**config.mk**
```make
export PLATFORM = sky130hd
export DESIGN_NAME = sst_smi_throttle
export DESIGN_NICKNAME = d
export VERILOG_FILES = /design/src/sst_pkg.sv /design/src/sst_sync_edge.sv /design/src/sst_period_timer.sv /design/src/sst_smi_throttle.sv
export SDC_FILE = /design/constraint.sdc
export NUM_CORES = 1
export LEC_CHECK = 0
export BUFFER_PORTS_ARGS = -buffer_cell sky130_fd_sc_hd__buf_2
export CAP_MARGIN = 20
export CORE_MARGIN = 4
export CORE_UTILIZATION = 52
export DETAILED_ROUTE_END_ITERATION = 10
export PLACE_DENSITY = 0.77
export SYNTH_ARGS = -nofsm -noshare
export SYNTH_HDL_FRONTEND = slang
export SYNTH_SLANG_ARGS = --single-unit
```
**constraint.sdc**
```tcl
create_clock -name clk_sys -period 2.9 [get_ports clk_sys]
set_clock_uncertainty 0.05 [all_clocks]
set_input_delay 0.725 -clock clk_sys [delete_from_list [all_inputs] [get_ports clk_sys]]
set_output_delay 0.725 -clock clk_sys [all_outputs]
set_load 0.03 [all_outputs]
```
**src/sst_pkg.sv**
```systemverilog
// package: register map, field positions and reset values of the smi/throttle slice
package sst_pkg;
    // ------------------------------------------------------------
    // register indices (byte address is four times the index)
    // ------------------------------------------------------------
    localparam int unsigned ADDR_W = 12;
    localparam logic [7:0] IDX_CTRL = 8'ha0;
    localparam logic [7:0] IDX_ENABLE = 8'ha2;
    localparam logic [7:0] IDX_IDLE = 8'ha8;
    localparam logic [7:0] IDX_STATUS = 8'haa;
    localparam logic [7:0] IDX_LOW = 8'hac;
    localparam logic [7:0] IDX_HIGH = 8'hae;
    localparam logic [7:0] IDX_IRQ_STAT = 8'hb0;
    localparam logic [7:0] IDX_IRQ_MASK = 8'hb1;
    // ------------------------------------------------------------
    // field positions
    // ------------------------------------------------------------
    localparam int CTRL_GATE_BIT = 0;
    localparam int CTRL_THROTTLE_BIT = 2;
    localparam int CTRL_IDLE_BIT = 3;
    localparam int ST_USB = 8;
    localparam int ST_APM = 7;
    localparam int ST_EXT = 6;
    localparam int ST_IDLE = 5;
    localparam int ST_EVENTS = 9;
    localparam int IRQ_SMI = 0;
    localparam int IRQ_STOP = 1;
    localparam int IRQ_RUN = 2;
    // ------------------------------------------------------------
    // reset values and timing
    // ------------------------------------------------------------
    localparam logic [3:0] RST_CTRL = 4'h0;
    localparam logic [15:0] RST_ENABLE = 16'h0000;
    localparam logic [15:0] RST_STATUS = 16'h0000;
    localparam logic [7:0] RST_PERIOD = 8'h00;
    localparam logic [7:0] RST_IDLE = 8'h0f;
    localparam logic [2:0] RST_IRQ = 3'h0;
    localparam int unsigned THR_UNIT_CLKS = 1056;
    localparam int THR_CNT_W = 19;
    typedef enum logic [1:0] {THR_OFF, THR_STOP, THR_RUN} sst_thr_e;
endpackage : sst_pkg

```
**src/sst_sync_edge.sv**
```systemverilog
// two-flop pin synchroniser with rising edge detect per bit
`timescale 1ns/1ps
module sst_sync_edge #(
    parameter int W = 1
) (
    input wire logic clk_sys,
    input wire logic rst,
    input wire logic [W-1:0] d,
    output logic [W-1:0] rise
);
    typedef struct packed {
        logic [W-1:0] m1;
        logic [W-1:0] m2;
        logic [W-1:0] m3;
    } sst_sync_s;
    sst_sync_s st;
    sst_sync_s next_st;

    // ------------------------------------------------------------
    // shift chain; only m2 and m3 feed logic
    // ------------------------------------------------------------
    always_comb begin
        next_st = st;
        next_st.m1 = d;
        next_st.m2 = st.m1;
        next_st.m3 = st.m2;
    end

    always_ff @(posedge clk_sys) begin
        if (rst) begin
            st <= '0;
        end else begin
            st <= next_st;
        end
    end

    // one pulse per activation, however long the line stays high
    assign rise = st.m2 & ~st.m3;
endmodule : sst_sync_edge

```
**src/sst_period_timer.sv**
```systemverilog
// down counter that times one clock-stop level
`timescale 1ns/1ps
module sst_period_timer #(
    parameter int W = 19
) (
    input wire logic clk_sys,
    input wire logic rst,
    input wire logic load,
    input wire logic [W-1:0] load_val,
    output logic done
);
    typedef struct packed {
        logic [W-1:0] cnt;
        logic run;
    } sst_tmr_s;
    sst_tmr_s st;
    sst_tmr_s next_st;

    // ------------------------------------------------------------
    // load wins over counting so a new level starts cleanly
    // ------------------------------------------------------------
    always_comb begin
        next_st = st;
        if (load) begin
            next_st.cnt = load_val;
            next_st.run = 1'b1;
        end else if (st.cnt != '0) begin
            next_st.cnt = st.cnt - 1'b1;
        end
    end

    always_ff @(posedge clk_sys) begin
        if (rst) begin
            st <= '0;
        end else begin
            st <= next_st;
        end
    end

    // done must not look at load: the caller derives load from done, which would loop
    assign done = st.run & (st.cnt == '0);
endmodule : sst_period_timer

```
**src/sst_smi_throttle.sv**
```systemverilog
// smi event status register, clock throttle and apb register file
`timescale 1ns/1ps
module sst_smi_throttle #(
    parameter int unsigned THR_UNIT = sst_pkg::THR_UNIT_CLKS,
    parameter bit USB_LEGACY = 1'b1
) (
    input wire logic clk_sys,
    input wire logic rst,
    input wire logic psel,
    input wire logic penable,
    input wire logic pwrite,
    input wire logic [sst_pkg::ADDR_W-1:0] paddr,
    input wire logic [31:0] pwdata,
    output logic [31:0] prdata,
    output logic pready,
    output logic pslverr,
    input wire logic usb_legacy_event,
    input wire logic apm_write_event,
    input wire logic external_smi_input_n,
    input wire logic irq_mouse,
    input wire logic irq_rtc_n,
    input wire logic irq_serial2,
    input wire logic irq_serial1,
    input wire logic irq_keyboard,
    output logic sys_mgmt_interrupt_n,
    output logic cpu_clock_stop_n,
    output logic irq
);
    import sst_pkg::*;

    localparam logic [15:0] STAT_MASK = USB_LEGACY ? 16'h01ff : 16'h00ff;
    localparam logic [THR_CNT_W-1:0] UNIT = THR_CNT_W'(THR_UNIT);

    typedef struct packed {
        sst_thr_e thr;
        logic [3:0] ctrl;
        logic [15:0] enable;
        logic [15:0] status;
        logic [7:0] low;
        logic [7:0] high;
        logic [7:0] idle_reload;
        logic [7:0] idle_cnt;
        logic [2:0] ist;
        logic [2:0] imsk;
        logic [1:0] int_prev;
        logic stop_n;
        logic smi_n;
        logic irq;
        logic [31:0] rdata;
        logic [THR_CNT_W-1:0] cur_len;
        logic [THR_CNT_W-1:0] seg_len;
    } sst_top_s;

    sst_top_s st;
    sst_top_s next_st;

    logic [5:0] pin_in;
    logic [5:0] pin_rise;
    logic [1:0] int_rise;
    logic idle_exp;
    logic [8:0] ev;
    logic [15:0] set_vec;
    logic [15:0] clr_vec;
    logic [7:0] idx;
    logic hit;
    logic acc;
    logic wr;
    logic [THR_CNT_W-1:0] lo_cnt;
    logic [THR_CNT_W-1:0] hi_cnt;
    logic tmr_load;
    logic [THR_CNT_W-1:0] tmr_val;
    logic tmr_done;
    logic [2:0] ist_set;

    // ------------------------------------------------------------
    // event capture
    // ------------------------------------------------------------
    // pins normalised active high before the synchroniser
    assign pin_in = {~external_smi_input_n, irq_mouse, ~irq_rtc_n,
                     irq_serial2, irq_serial1, irq_keyboard};

    // edge per assertion
    // edge capture only: a shared level line gives no second edge
    sst_sync_edge #(.W(6)) u_pins (
        .clk_sys(clk_sys),
        .rst(rst),
        .d(pin_in),
        .rise(pin_rise)
    );

    assign int_rise = {usb_legacy_event, apm_write_event} & ~st.int_prev;

    assign idle_exp = st.ctrl[CTRL_IDLE_BIT] & (st.idle_cnt == 8'h00);

    assign ev = {int_rise, pin_rise[5], idle_exp, pin_rise[4:0]};

    assign set_vec = {7'h00, ev} & st.enable & STAT_MASK;

    // ------------------------------------------------------------
    // apb decode
    // ------------------------------------------------------------
    assign idx = paddr[9:2];
    assign acc = psel & penable;
    assign wr = acc & pwrite & hit;

    always_comb begin
        hit = 1'b0;
        if (paddr[1:0] == 2'b00 && paddr[ADDR_W-1:10] == '0) begin
            case (idx)
                IDX_CTRL, IDX_ENABLE, IDX_IDLE, IDX_STATUS,
                IDX_LOW, IDX_HIGH, IDX_IRQ_STAT, IDX_IRQ_MASK: hit = 1'b1;
                default: hit = 1'b0;
            endcase
        end
    end

    assign clr_vec = (wr && idx == IDX_STATUS) ? (~pwdata[15:0] & STAT_MASK) : 16'h0000;

    // zero wait states; unmapped access answers with an error
    assign pready = 1'b1;
    assign pslverr = acc & ~hit;

    // ------------------------------------------------------------
    // throttle period lengths
    // ------------------------------------------------------------
    // level length minus one
    assign lo_cnt = UNIT * (THR_CNT_W'(st.low) + 1'b1);
    assign hi_cnt = UNIT * (THR_CNT_W'(st.high) + 1'b1);

    sst_period_timer #(.W(THR_CNT_W)) u_tmr (
        .clk_sys(clk_sys),
        .rst(rst),
        .load(tmr_load),
        .load_val(tmr_val),
        .done(tmr_done)
    );

    // ------------------------------------------------------------
    // next state
    // ------------------------------------------------------------
    always_comb begin
        next_st = st;
        tmr_load = 1'b0;
        tmr_val = lo_cnt;
        ist_set = 3'h0;
        next_st.int_prev = {usb_legacy_event, apm_write_event};

        next_st.status = (st.status & ~clr_vec) | set_vec;

        // reload on expiry, counting again next clock
        if (!st.ctrl[CTRL_IDLE_BIT] || idle_exp) begin
            next_st.idle_cnt = st.idle_reload;
        end else begin
            next_st.idle_cnt = st.idle_cnt - 8'h01;
        end

        // register writes
        if (wr) begin
            case (idx)
                IDX_CTRL: next_st.ctrl = pwdata[3:0];
                IDX_ENABLE: next_st.enable = pwdata[15:0] & STAT_MASK;
                IDX_IDLE: next_st.idle_reload = pwdata[7:0];
                IDX_LOW: next_st.low = pwdata[7:0];
                IDX_HIGH: next_st.high = pwdata[7:0];
                IDX_IRQ_MASK: next_st.imsk = pwdata[2:0];
                default: next_st.imsk = next_st.imsk;
            endcase
        end

        // clearing the enable bit wins in any state so software can always stop throttling
        // throttle sequence
        case (st.thr)
            THR_OFF: begin
                if (st.ctrl[CTRL_THROTTLE_BIT]) begin
                    next_st.thr = THR_STOP;
                    next_st.stop_n = 1'b0;
                    tmr_load = 1'b1;
                end
            end
            THR_STOP: begin
                if (!st.ctrl[CTRL_THROTTLE_BIT]) begin
                    next_st.thr = THR_OFF;
                    next_st.stop_n = 1'b1;
                end else if (tmr_done) begin
                    next_st.thr = THR_RUN;
                    next_st.stop_n = 1'b1;
                    tmr_load = 1'b1;
                    tmr_val = hi_cnt;
                end
            end
            THR_RUN: begin
                if (!st.ctrl[CTRL_THROTTLE_BIT]) begin
                    next_st.thr = THR_OFF;
                end else if (tmr_done) begin
                    next_st.thr = THR_STOP;
                    next_st.stop_n = 1'b0;
                    tmr_load = 1'b1;
                end
            end
            default: begin
                next_st.thr = THR_OFF;
                next_st.stop_n = 1'b1;
            end
        endcase
        if (tmr_load) begin
            next_st.cur_len = tmr_val + 1'b1;
        end
        if (next_st.thr == THR_OFF || next_st.stop_n != st.stop_n) begin
            next_st.seg_len = THR_CNT_W'(1);
        end else begin
            next_st.seg_len = st.seg_len + 1'b1;
        end

        // interrupt: sticky events, cleared by reading what was seen
        // a set in the clearing cycle survives even if the bit was already up
        ist_set[IRQ_SMI] = |set_vec;
        ist_set[IRQ_STOP] = st.stop_n & ~next_st.stop_n;
        ist_set[IRQ_RUN] = ~st.stop_n & next_st.stop_n & (next_st.thr != THR_OFF);
        next_st.ist = st.ist | ist_set;
        if (acc && !pwrite && idx == IDX_IRQ_STAT && hit) begin
            next_st.ist = (st.ist & ~st.rdata[2:0]) | ist_set;
        end
        next_st.irq = |(next_st.ist & next_st.imsk);

        // smi follows status under the global gate
        next_st.smi_n = ~(next_st.ctrl[CTRL_GATE_BIT] & |next_st.status);

        // read data captured in the setup phase
        if (psel && !penable) begin
            case (idx)
                IDX_CTRL: next_st.rdata = {28'h0, st.ctrl};
                IDX_ENABLE: next_st.rdata = {16'h0, st.enable};
                IDX_IDLE: next_st.rdata = {24'h0, st.idle_reload};
                IDX_STATUS: next_st.rdata = {16'h0, st.status};
                IDX_LOW: next_st.rdata = {24'h0, st.low};
                IDX_HIGH: next_st.rdata = {24'h0, st.high};
                IDX_IRQ_STAT: next_st.rdata = {29'h0, st.ist};
                IDX_IRQ_MASK: next_st.rdata = {29'h0, st.imsk};
                default: next_st.rdata = 32'h0;
            endcase
            if (!hit) begin
                next_st.rdata = 32'h0;
            end
        end
    end

    // ------------------------------------------------------------
    // state register
    // ------------------------------------------------------------
    always_ff @(posedge clk_sys) begin
        if (rst) begin
            st <= '0;
            st.thr <= THR_OFF;
            st.ctrl <= RST_CTRL;
            st.enable <= RST_ENABLE;
            st.status <= RST_STATUS;
            st.low <= RST_PERIOD;
            st.high <= RST_PERIOD;
            st.idle_reload <= RST_IDLE;
            st.idle_cnt <= RST_IDLE;
            st.ist <= RST_IRQ;
            st.imsk <= RST_IRQ;
            st.stop_n <= 1'b1;
            st.smi_n <= 1'b1;
        end else begin
            st <= next_st;
        end
    end

    assign prdata = st.rdata;
    assign sys_mgmt_interrupt_n = st.smi_n;
    assign cpu_clock_stop_n = st.stop_n;
    assign irq = st.irq;

    // ------------------------------------------------------------
    // checks
    // ------------------------------------------------------------
    AST_SET_WINS: assert property (@(posedge clk_sys) disable iff (rst)
        (|set_vec) |=> ((st.status & $past(set_vec)) == $past(set_vec)))
        else $error("hardware set lost");
    AST_CLEAR: assert property (@(posedge clk_sys) disable iff (rst)
        (|(clr_vec & ~set_vec)) |=> ((st.status & $past(clr_vec) & ~$past(set_vec)) == 16'h0000))
        else $error("status clear ignored");
    AST_ENABLE_ONLY: assert property (@(posedge clk_sys) disable iff (rst)
        ((st.status & ~$past(st.status) & ~$past(st.enable)) == 16'h0000))
        else $error("disabled source set status");
    AST_EDGE_ONCE: assert property (@(posedge clk_sys) disable iff (rst)
        ((st.status & ~$past(st.status) & ~$past(set_vec)) == 16'h0000))
        else $error("status set without event edge");
    AST_SMI_OUT: assert property (@(posedge clk_sys) disable iff (rst)
        ($rose(|st.status) && st.ctrl[CTRL_GATE_BIT]) |-> !sys_mgmt_interrupt_n)
        else $error("smi not raised");
    AST_LOAD_LOW: assert property (@(posedge clk_sys) disable iff (rst)
        $fell(cpu_clock_stop_n) |-> (st.cur_len == $past(lo_cnt) + 1'b1))
        else $error("low period not loaded");
    AST_LOAD_HIGH: assert property (@(posedge clk_sys) disable iff (rst)
        ($rose(cpu_clock_stop_n) && st.thr == THR_RUN) |-> (st.cur_len == $past(hi_cnt) + 1'b1))
        else $error("high period not loaded");
    AST_SEG_LEN: assert property (@(posedge clk_sys) disable iff (rst)
        ($changed(cpu_clock_stop_n) && $past(st.thr) != THR_OFF && st.thr != THR_OFF)
        |-> ($past(st.seg_len) == $past(st.cur_len)))
        else $error("throttle level length wrong");
    AST_IDLE_RESUME: assert property (@(posedge clk_sys) disable iff (rst)
        (idle_exp && st.idle_reload != 8'h00 && st.ctrl[CTRL_IDLE_BIT])
        ##1 st.ctrl[CTRL_IDLE_BIT] |-> ##1 (st.idle_cnt == $past(st.idle_cnt) - 8'h01))
        else $error("idle timer did not resume");
    AST_THR_OFF: assert property (@(posedge clk_sys) disable iff (rst)
        !st.ctrl[CTRL_THROTTLE_BIT] |=> cpu_clock_stop_n)
        else $error("clock stop held without throttle");
    AST_IRQ_STOP: assert property (@(posedge clk_sys) disable iff (rst)
        $fell(cpu_clock_stop_n) |-> st.ist[IRQ_STOP])
        else $error("clock stop event not recorded");
    AST_IRQ_RUN: assert property (@(posedge clk_sys) disable iff (rst)
        ($rose(cpu_clock_stop_n) && st.thr == THR_RUN) |-> st.ist[IRQ_RUN])
        else $error("clock run event not recorded");
    AST_IDLE_GATED: assert property (@(posedge clk_sys) disable iff (rst)
        (!st.ctrl[CTRL_IDLE_BIT] && !st.status[ST_IDLE]) |=> !st.status[ST_IDLE])
        else $error("idle status set with timer stopped");
endmodule : sst_smi_throttle

```
; After elaboration in Yosys (flattened, before gate mapping)
; Index checks and enable logic that the tools add are counted.
[op_classes]
addsub = 4
n_mul = 2
div_mod_pow = 0
order_cmp = 0
eq_ne = 10
shift = 0
muxes = 33
n_bitwise = 30
reduce_logical = 28
[op_table]
columns = operator, count
row1 = 16-bit case mux with 8 select lines, 1
row2 = 19-bit 2-to-1 mux, 5
row3 = "8-bit == test, second input constant", 8
row4 = 32-bit 2-to-1 mux, 1
row5 = "6-bit by 9-bit multiplier with 14-bit output, first input constant", 2
row6 = 19-bit zero test, 1
row7 = 19-bit nonzero test, 1
row8 = "19-bit by 1-bit subtractor with 19-bit output, second input constant", 1
row9 = "8-bit by 1-bit adder with 9-bit output, second input constant", 2
row10 = 9-bit 2-to-1 mux, 2
row11 = 17-bit 2-to-1 mux, 1
row12 = 16-bit AND, 1
row13 = 9-bit inverter with 16-bit output, 1
row14 = 16-bit by 9-bit OR with 16-bit output, 1
row15 = 16-bit OR reduction, 1
row16 = 1-bit 2-to-1 mux, 11
row17 = 1-bit AND, 10
row18 = 2-bit 2-to-1 mux, 5
row19 = 2-bit AND reduction, 5
row20 = 9-bit AND, 1
row21 = 3-bit 2-to-1 mux, 3
row22 = 9-bit inverter, 1
row23 = 9-bit OR reduction, 1
row24 = 8-bit zero test, 1
row25 = 23 further kinds, 40
[word_totals]
register_bits = 144
latch_bits = 0
ramBits = 0
rom_bits = 0
input_bits = 57
wordCells = 128
n_memories = 0

; Logic depth before layout (Yosys ltp)
[logic_depth]
ltp_word = 13
mapped_depth = 14
depth_no_buf = 14

; By module
; A second synthesis with hierarchy kept.
[hier_totals]
cells_unflattened = 732
area_unflattened_um2 = 6458.7
[by_module_without_submodules]
columns = module, instances, cells_per_inst, area_each_um2, seq_area_each_um2
row1 = sst_smi_throttle, 1, 561, 4882.2, 1521.5
row2 = sst_period_timer, 1, 128, 1049.8, 400.4
row3 = sst_sync_edge, 1, 43, 526.8, 360.3

; Worst setup path before layout
; OpenSTA, ideal clock, no wires.
[synth_timing]
kind = flip-flop to flip-flop
start = reg st[107] (netlist bit)
end = reg u_tmr.st[17] (netlist bit)
t_arrival_ns = 2.762
t_required_ns = 2.734
slack_ns = -0.028
stages_incl_launch_ff = 15
path_buffers = 0
cell_sequence = dfxtp_1 and4_1 nand4_1 xnor2_1 ha_1 ha_1 ha_1 inv_1 fa_1 nor2b_1 o21ai_0 nand2b_1 xnor2_1 nand2_1 a31o_2
[synth_via]
elab_chain_len = 6
[synth_rtl]
columns = item, line_no
row1 = "start, declared", sst_smi_throttle.sv:54  ; sst_top_s st;
row2 = "start signal, assigned", sst_smi_throttle.sv:266  ; st <= next_st;
row3 = 8-bit by 1-bit adder with 9-bit output *, sst_smi_throttle.sv:127  ; assign lo_cnt = UNIT * (THR_CNT_W'(st.low) + 1'b1);
row4 = 6-bit by 9-bit multiplier with 14-bit output *, sst_smi_throttle.sv:127
row5 = 19-bit 2-to-1 mux, sst_smi_throttle.sv:184  ; end else if (tmr_done) begin
row6 = 19-bit 2-to-1 mux, sst_smi_throttle.sv:181  ; if (!st.ctrl[CTRL_THROTTLE_BIT]) begin
row7 = 19-bit 2-to-1 mux *, sst_smi_throttle.sv:172  ; case (st.thr)
row8 = 19-bit 2-to-1 mux *, sst_period_timer.sv:24  ; if (load) begin
row9 = "end signal, assigned", sst_period_timer.sv:36  ; st <= next_st;
row10 = "end, declared", sst_period_timer.sv:16  ; sst_tmr_s st;
; Every way passes the cells marked *; elsewhere a longest branch is shown, timed or not.
; A chain may end at the register's enable or synchronous reset.

; Worst setup path after layout
[layout_timing]
start = reg st[101] (netlist bit)
end = reg u_tmr.st[19] (netlist bit)
[layout_via]
elab_chain_len = 6
[layout_rtl]
columns = item, line_no
row1 = 8-bit by 1-bit adder with 9-bit output, sst_smi_throttle.sv:128  ; assign hi_cnt = UNIT * (THR_CNT_W'(st.high) + 1'b1);
row2 = 6-bit by 9-bit multiplier with 14-bit output, sst_smi_throttle.sv:128
row3 = 19-bit 2-to-1 mux, sst_smi_throttle.sv:184
row4 = 19-bit 2-to-1 mux, sst_smi_throttle.sv:181
row5 = 19-bit 2-to-1 mux, sst_smi_throttle.sv:172
row6 = 19-bit 2-to-1 mux, sst_period_timer.sv:24
; No other way between the ends.

==> results_dict.tcl <==
set metrics [dict create \
    status "finished, violations left" \
    violations "setup timing" \
    cts_root_buf "clkbuf_16" \
    final_hold_viol_count 0 \
    die_x_um 118 \
    synth_area_mm2 0.00633 \
    worstSetupStartpointType "flop" \
    clk_pin_slew_worst_paths_ps 60 \
    cts_max_level 4 \
    grt_pass1_vias 5679 \
    layout-drive-gt1-share 0.233 \
    grt_overflow_total 0 \
    drv_slew 0 \
    gp_congestion 0.909 \
    drtIter0Drc 413 \
    num_antenna_cells 0 \
    grt_usage 0.244 \
    chipHeight_um 118 \
    peakVddDrop_mv 0.443 \
    wl_um 17200 \
    start_util 0.529 \
    grt_max_degree 61 \
    cts_max_path_buffers 2 \
    vias_per_cell 5.85 \
    clock-sinks 114 \
    port_buffers 46 \
    finalCriticalPeriod_ps 2900 \
    hold_class "reg -> reg" \
    hold_ws_ps 390 \
    setup_viol 1 \
    drc 0 \
    final_nets 907 \
    cts_tree "yes" \
    synth-edff-count 0 \
    drt_pre_antenna_iters 6 \
    route.vias.total 5700 \
    yosysTopAreaCell "dfxtp_1" \
    fin_ws_ps -2.24 \
    numCtsBuffers 17 \
    cp.required_ps 3190 \
    post-route-period-util 1.00 \
    ant_nets 0 \
    yosys_most_used_dff "dfxtp_1" \
    worstPathArrival_ps 3190 \
    synth_seq_cells 114 \
    p_leak_nw 3.39 \
    hold_buffers 0 \
    synthTopCellsByCount "114 x dfxtp_1, 80 x nor2_1, 46 x nand2_1" \
    grt_antenna_before_repair 0 \
    cap_violations 0 \
    worstSetupPathType "reg -> reg" \
    top_level_ports 94 \
    area_delta_synth_final_pct 23.8 \
    timing.fmax_ghz 0.345 \
    yosysWarnings 0 \
    grt_pass1_wl_um 27800 \
    coreArea_mm2 0.0120 \
    tightest_slew_ps 635 \
    synth_cell_type_count 64 \
    die-area_mm2 0.0140 \
    synth_cells 716 \
    num_rows 40 \
    wire_per_inst_um 17.7 \
    worst_slew_margin_rel 0.571 \
    synth_area_leaders "dfxtp_1 36%, mux2i_1 6.8%, ha_1 6.5%" \
    clock_latency_ps 420 \
    fin_util 0.655 \
    postSynthAreaPerCell_um2 8.84 \
    synth_top_area_frac 0.360 \
    critPathCaptureType "flop" \
    async_flop_share 0 \
    synth_most_common_cell "dfxtp_1" \
    cp_max_fo 2 \
    rsz0062_at_grt "yes" \
    powerDensity_mw_per_mm2 659 \
    place_hpwl_um 12300 \
    ys_seq_area_frac 0.360 \
]
-- metrics by stage --
| step | TNS [ps] | setup slack [ps] | total power, W | instance area, µm² | cells |
|---|---|---|---|---|---|
| after floorplan | 0 | 2.05 | 0.00265 | 6430 | 738 |
| after global placement | -192 | -82.5 | 0.00293 | 7030 | 937 |
| after detailed placement | -339 | -117 | 0.00298 | 7030 | 937 |
| after CTS | -0.654 | -0.654 | 0.00515 | 7720 | 973 |
| after global routing | -543 | -157 | 0.00536 | 7840 | 975 |
| final | -2.24 | -2.24 | 0.00517 | 7840 | 975 |
-- worst max-delay path, cell delays in order (launching register included) --
cell and delay [ps]:
dfxtp_2 330, and4_1 210, nand4_1 130, xnor2_2 180
ha_1 310, ha_1 290, ha_2 180, inv_2 40
fa_2 360, nor2b_1 120, o21ai_1 80, nand2b_1 110
buf_4 110, a31oi_1 60, mux2i_1 130, o2bb2ai_1 130
-- kinds of logic after synthesis --
logic type      Yosys count  share of synthesized area
simple gates            275                      0.234
other cells               2                    0.00119
compound gates          117                      0.127
fa+ha+maj                35                     0.0715
xor+xnor                 43                     0.0595
buf+inv                  82                     0.0690
flops                   114                      0.360
mux                      48                     0.0769
-- what timing repair did --
action	CTS	global route
pin swaps	13	17
setup endpoints to repair	6	6
setup buffers	4	2
gates resized for setup	16	17
endpoints found under the hold margin	0	0
-- final cells by class --
cell class | instances | area, µm²
Clock inverter | 11 | 153
Multi-Input combinational cell | 542 | 3840
Inverter | 20 | 75.1
Tap cell | 147 | 184
Timing Repair Buffer | 120 | 830
Clock buffer | 21 | 460
Sequential cell | 114 | 2290
Fill cell | 973 | 4120
-- metal layers --
metal  vias to the layer above  track usage  part of all wire
li1                       2706            -                 -
met1                      2695        0.283              0.40
met2                       240        0.425              0.50
met3                        59       0.0498             0.058
met4                         0        0.122             0.034
met5                         -            0                 0
-- path summary, 6_finish.rpt --
| path | to | depth (start not counted) | from | slack, ps |
|---|---|---|---|---|
| worst max register to register | u_tmr.st[19] | 15 | st[101] | -2 |
| worst min register to register | u_pins.next_st[2] | 1 | u_pins.next_st[8] | 390 |
| worst max-delay path | u_tmr.st[19] | 15 | st[101] | -2 |
| worst min-delay path | u_pins.next_st[2] | 1 | u_pins.next_st[8] | 390 |
-- registers in the layout, summed over array words and instances, names as in the netlist --
name and count:
sys_mgmt_interrupt_n 1, u_pins.st 6, cpu_clock_stop_n 1, u_pins.next_st 12
st 64, irq 1, u_tmr.st 20, prdata 9
-- placed cells by master, fill, tap and decap left out, types with 17 or more instances in the layout --
cell type / count
dfxtp_1: 107
nor2_1: 80
buf_4: 71
nand2_1: 46
buf_2: 45
mux2i_1: 43
nor2b_1: 32
a21oi_1: 29
ha_1: 26
conb_1: 24
xnor2_1: 23
inv_1: 19
o21ai_0: 19
nand3_1: 18
clkbuf_16: 17
-- power breakdown --
group / switching [W] / internal, W / leakage (nW)
sequential: 0.000120 / 0.00169 / 0.929
clock: 0.000761 / 0.00140 / 0.290
combinational: 0.000686 / 0.000513 / 2.17
total: 0.00157 / 0.00360 / 3.39
No activity file was read; power rests on OpenSTA's default activity.
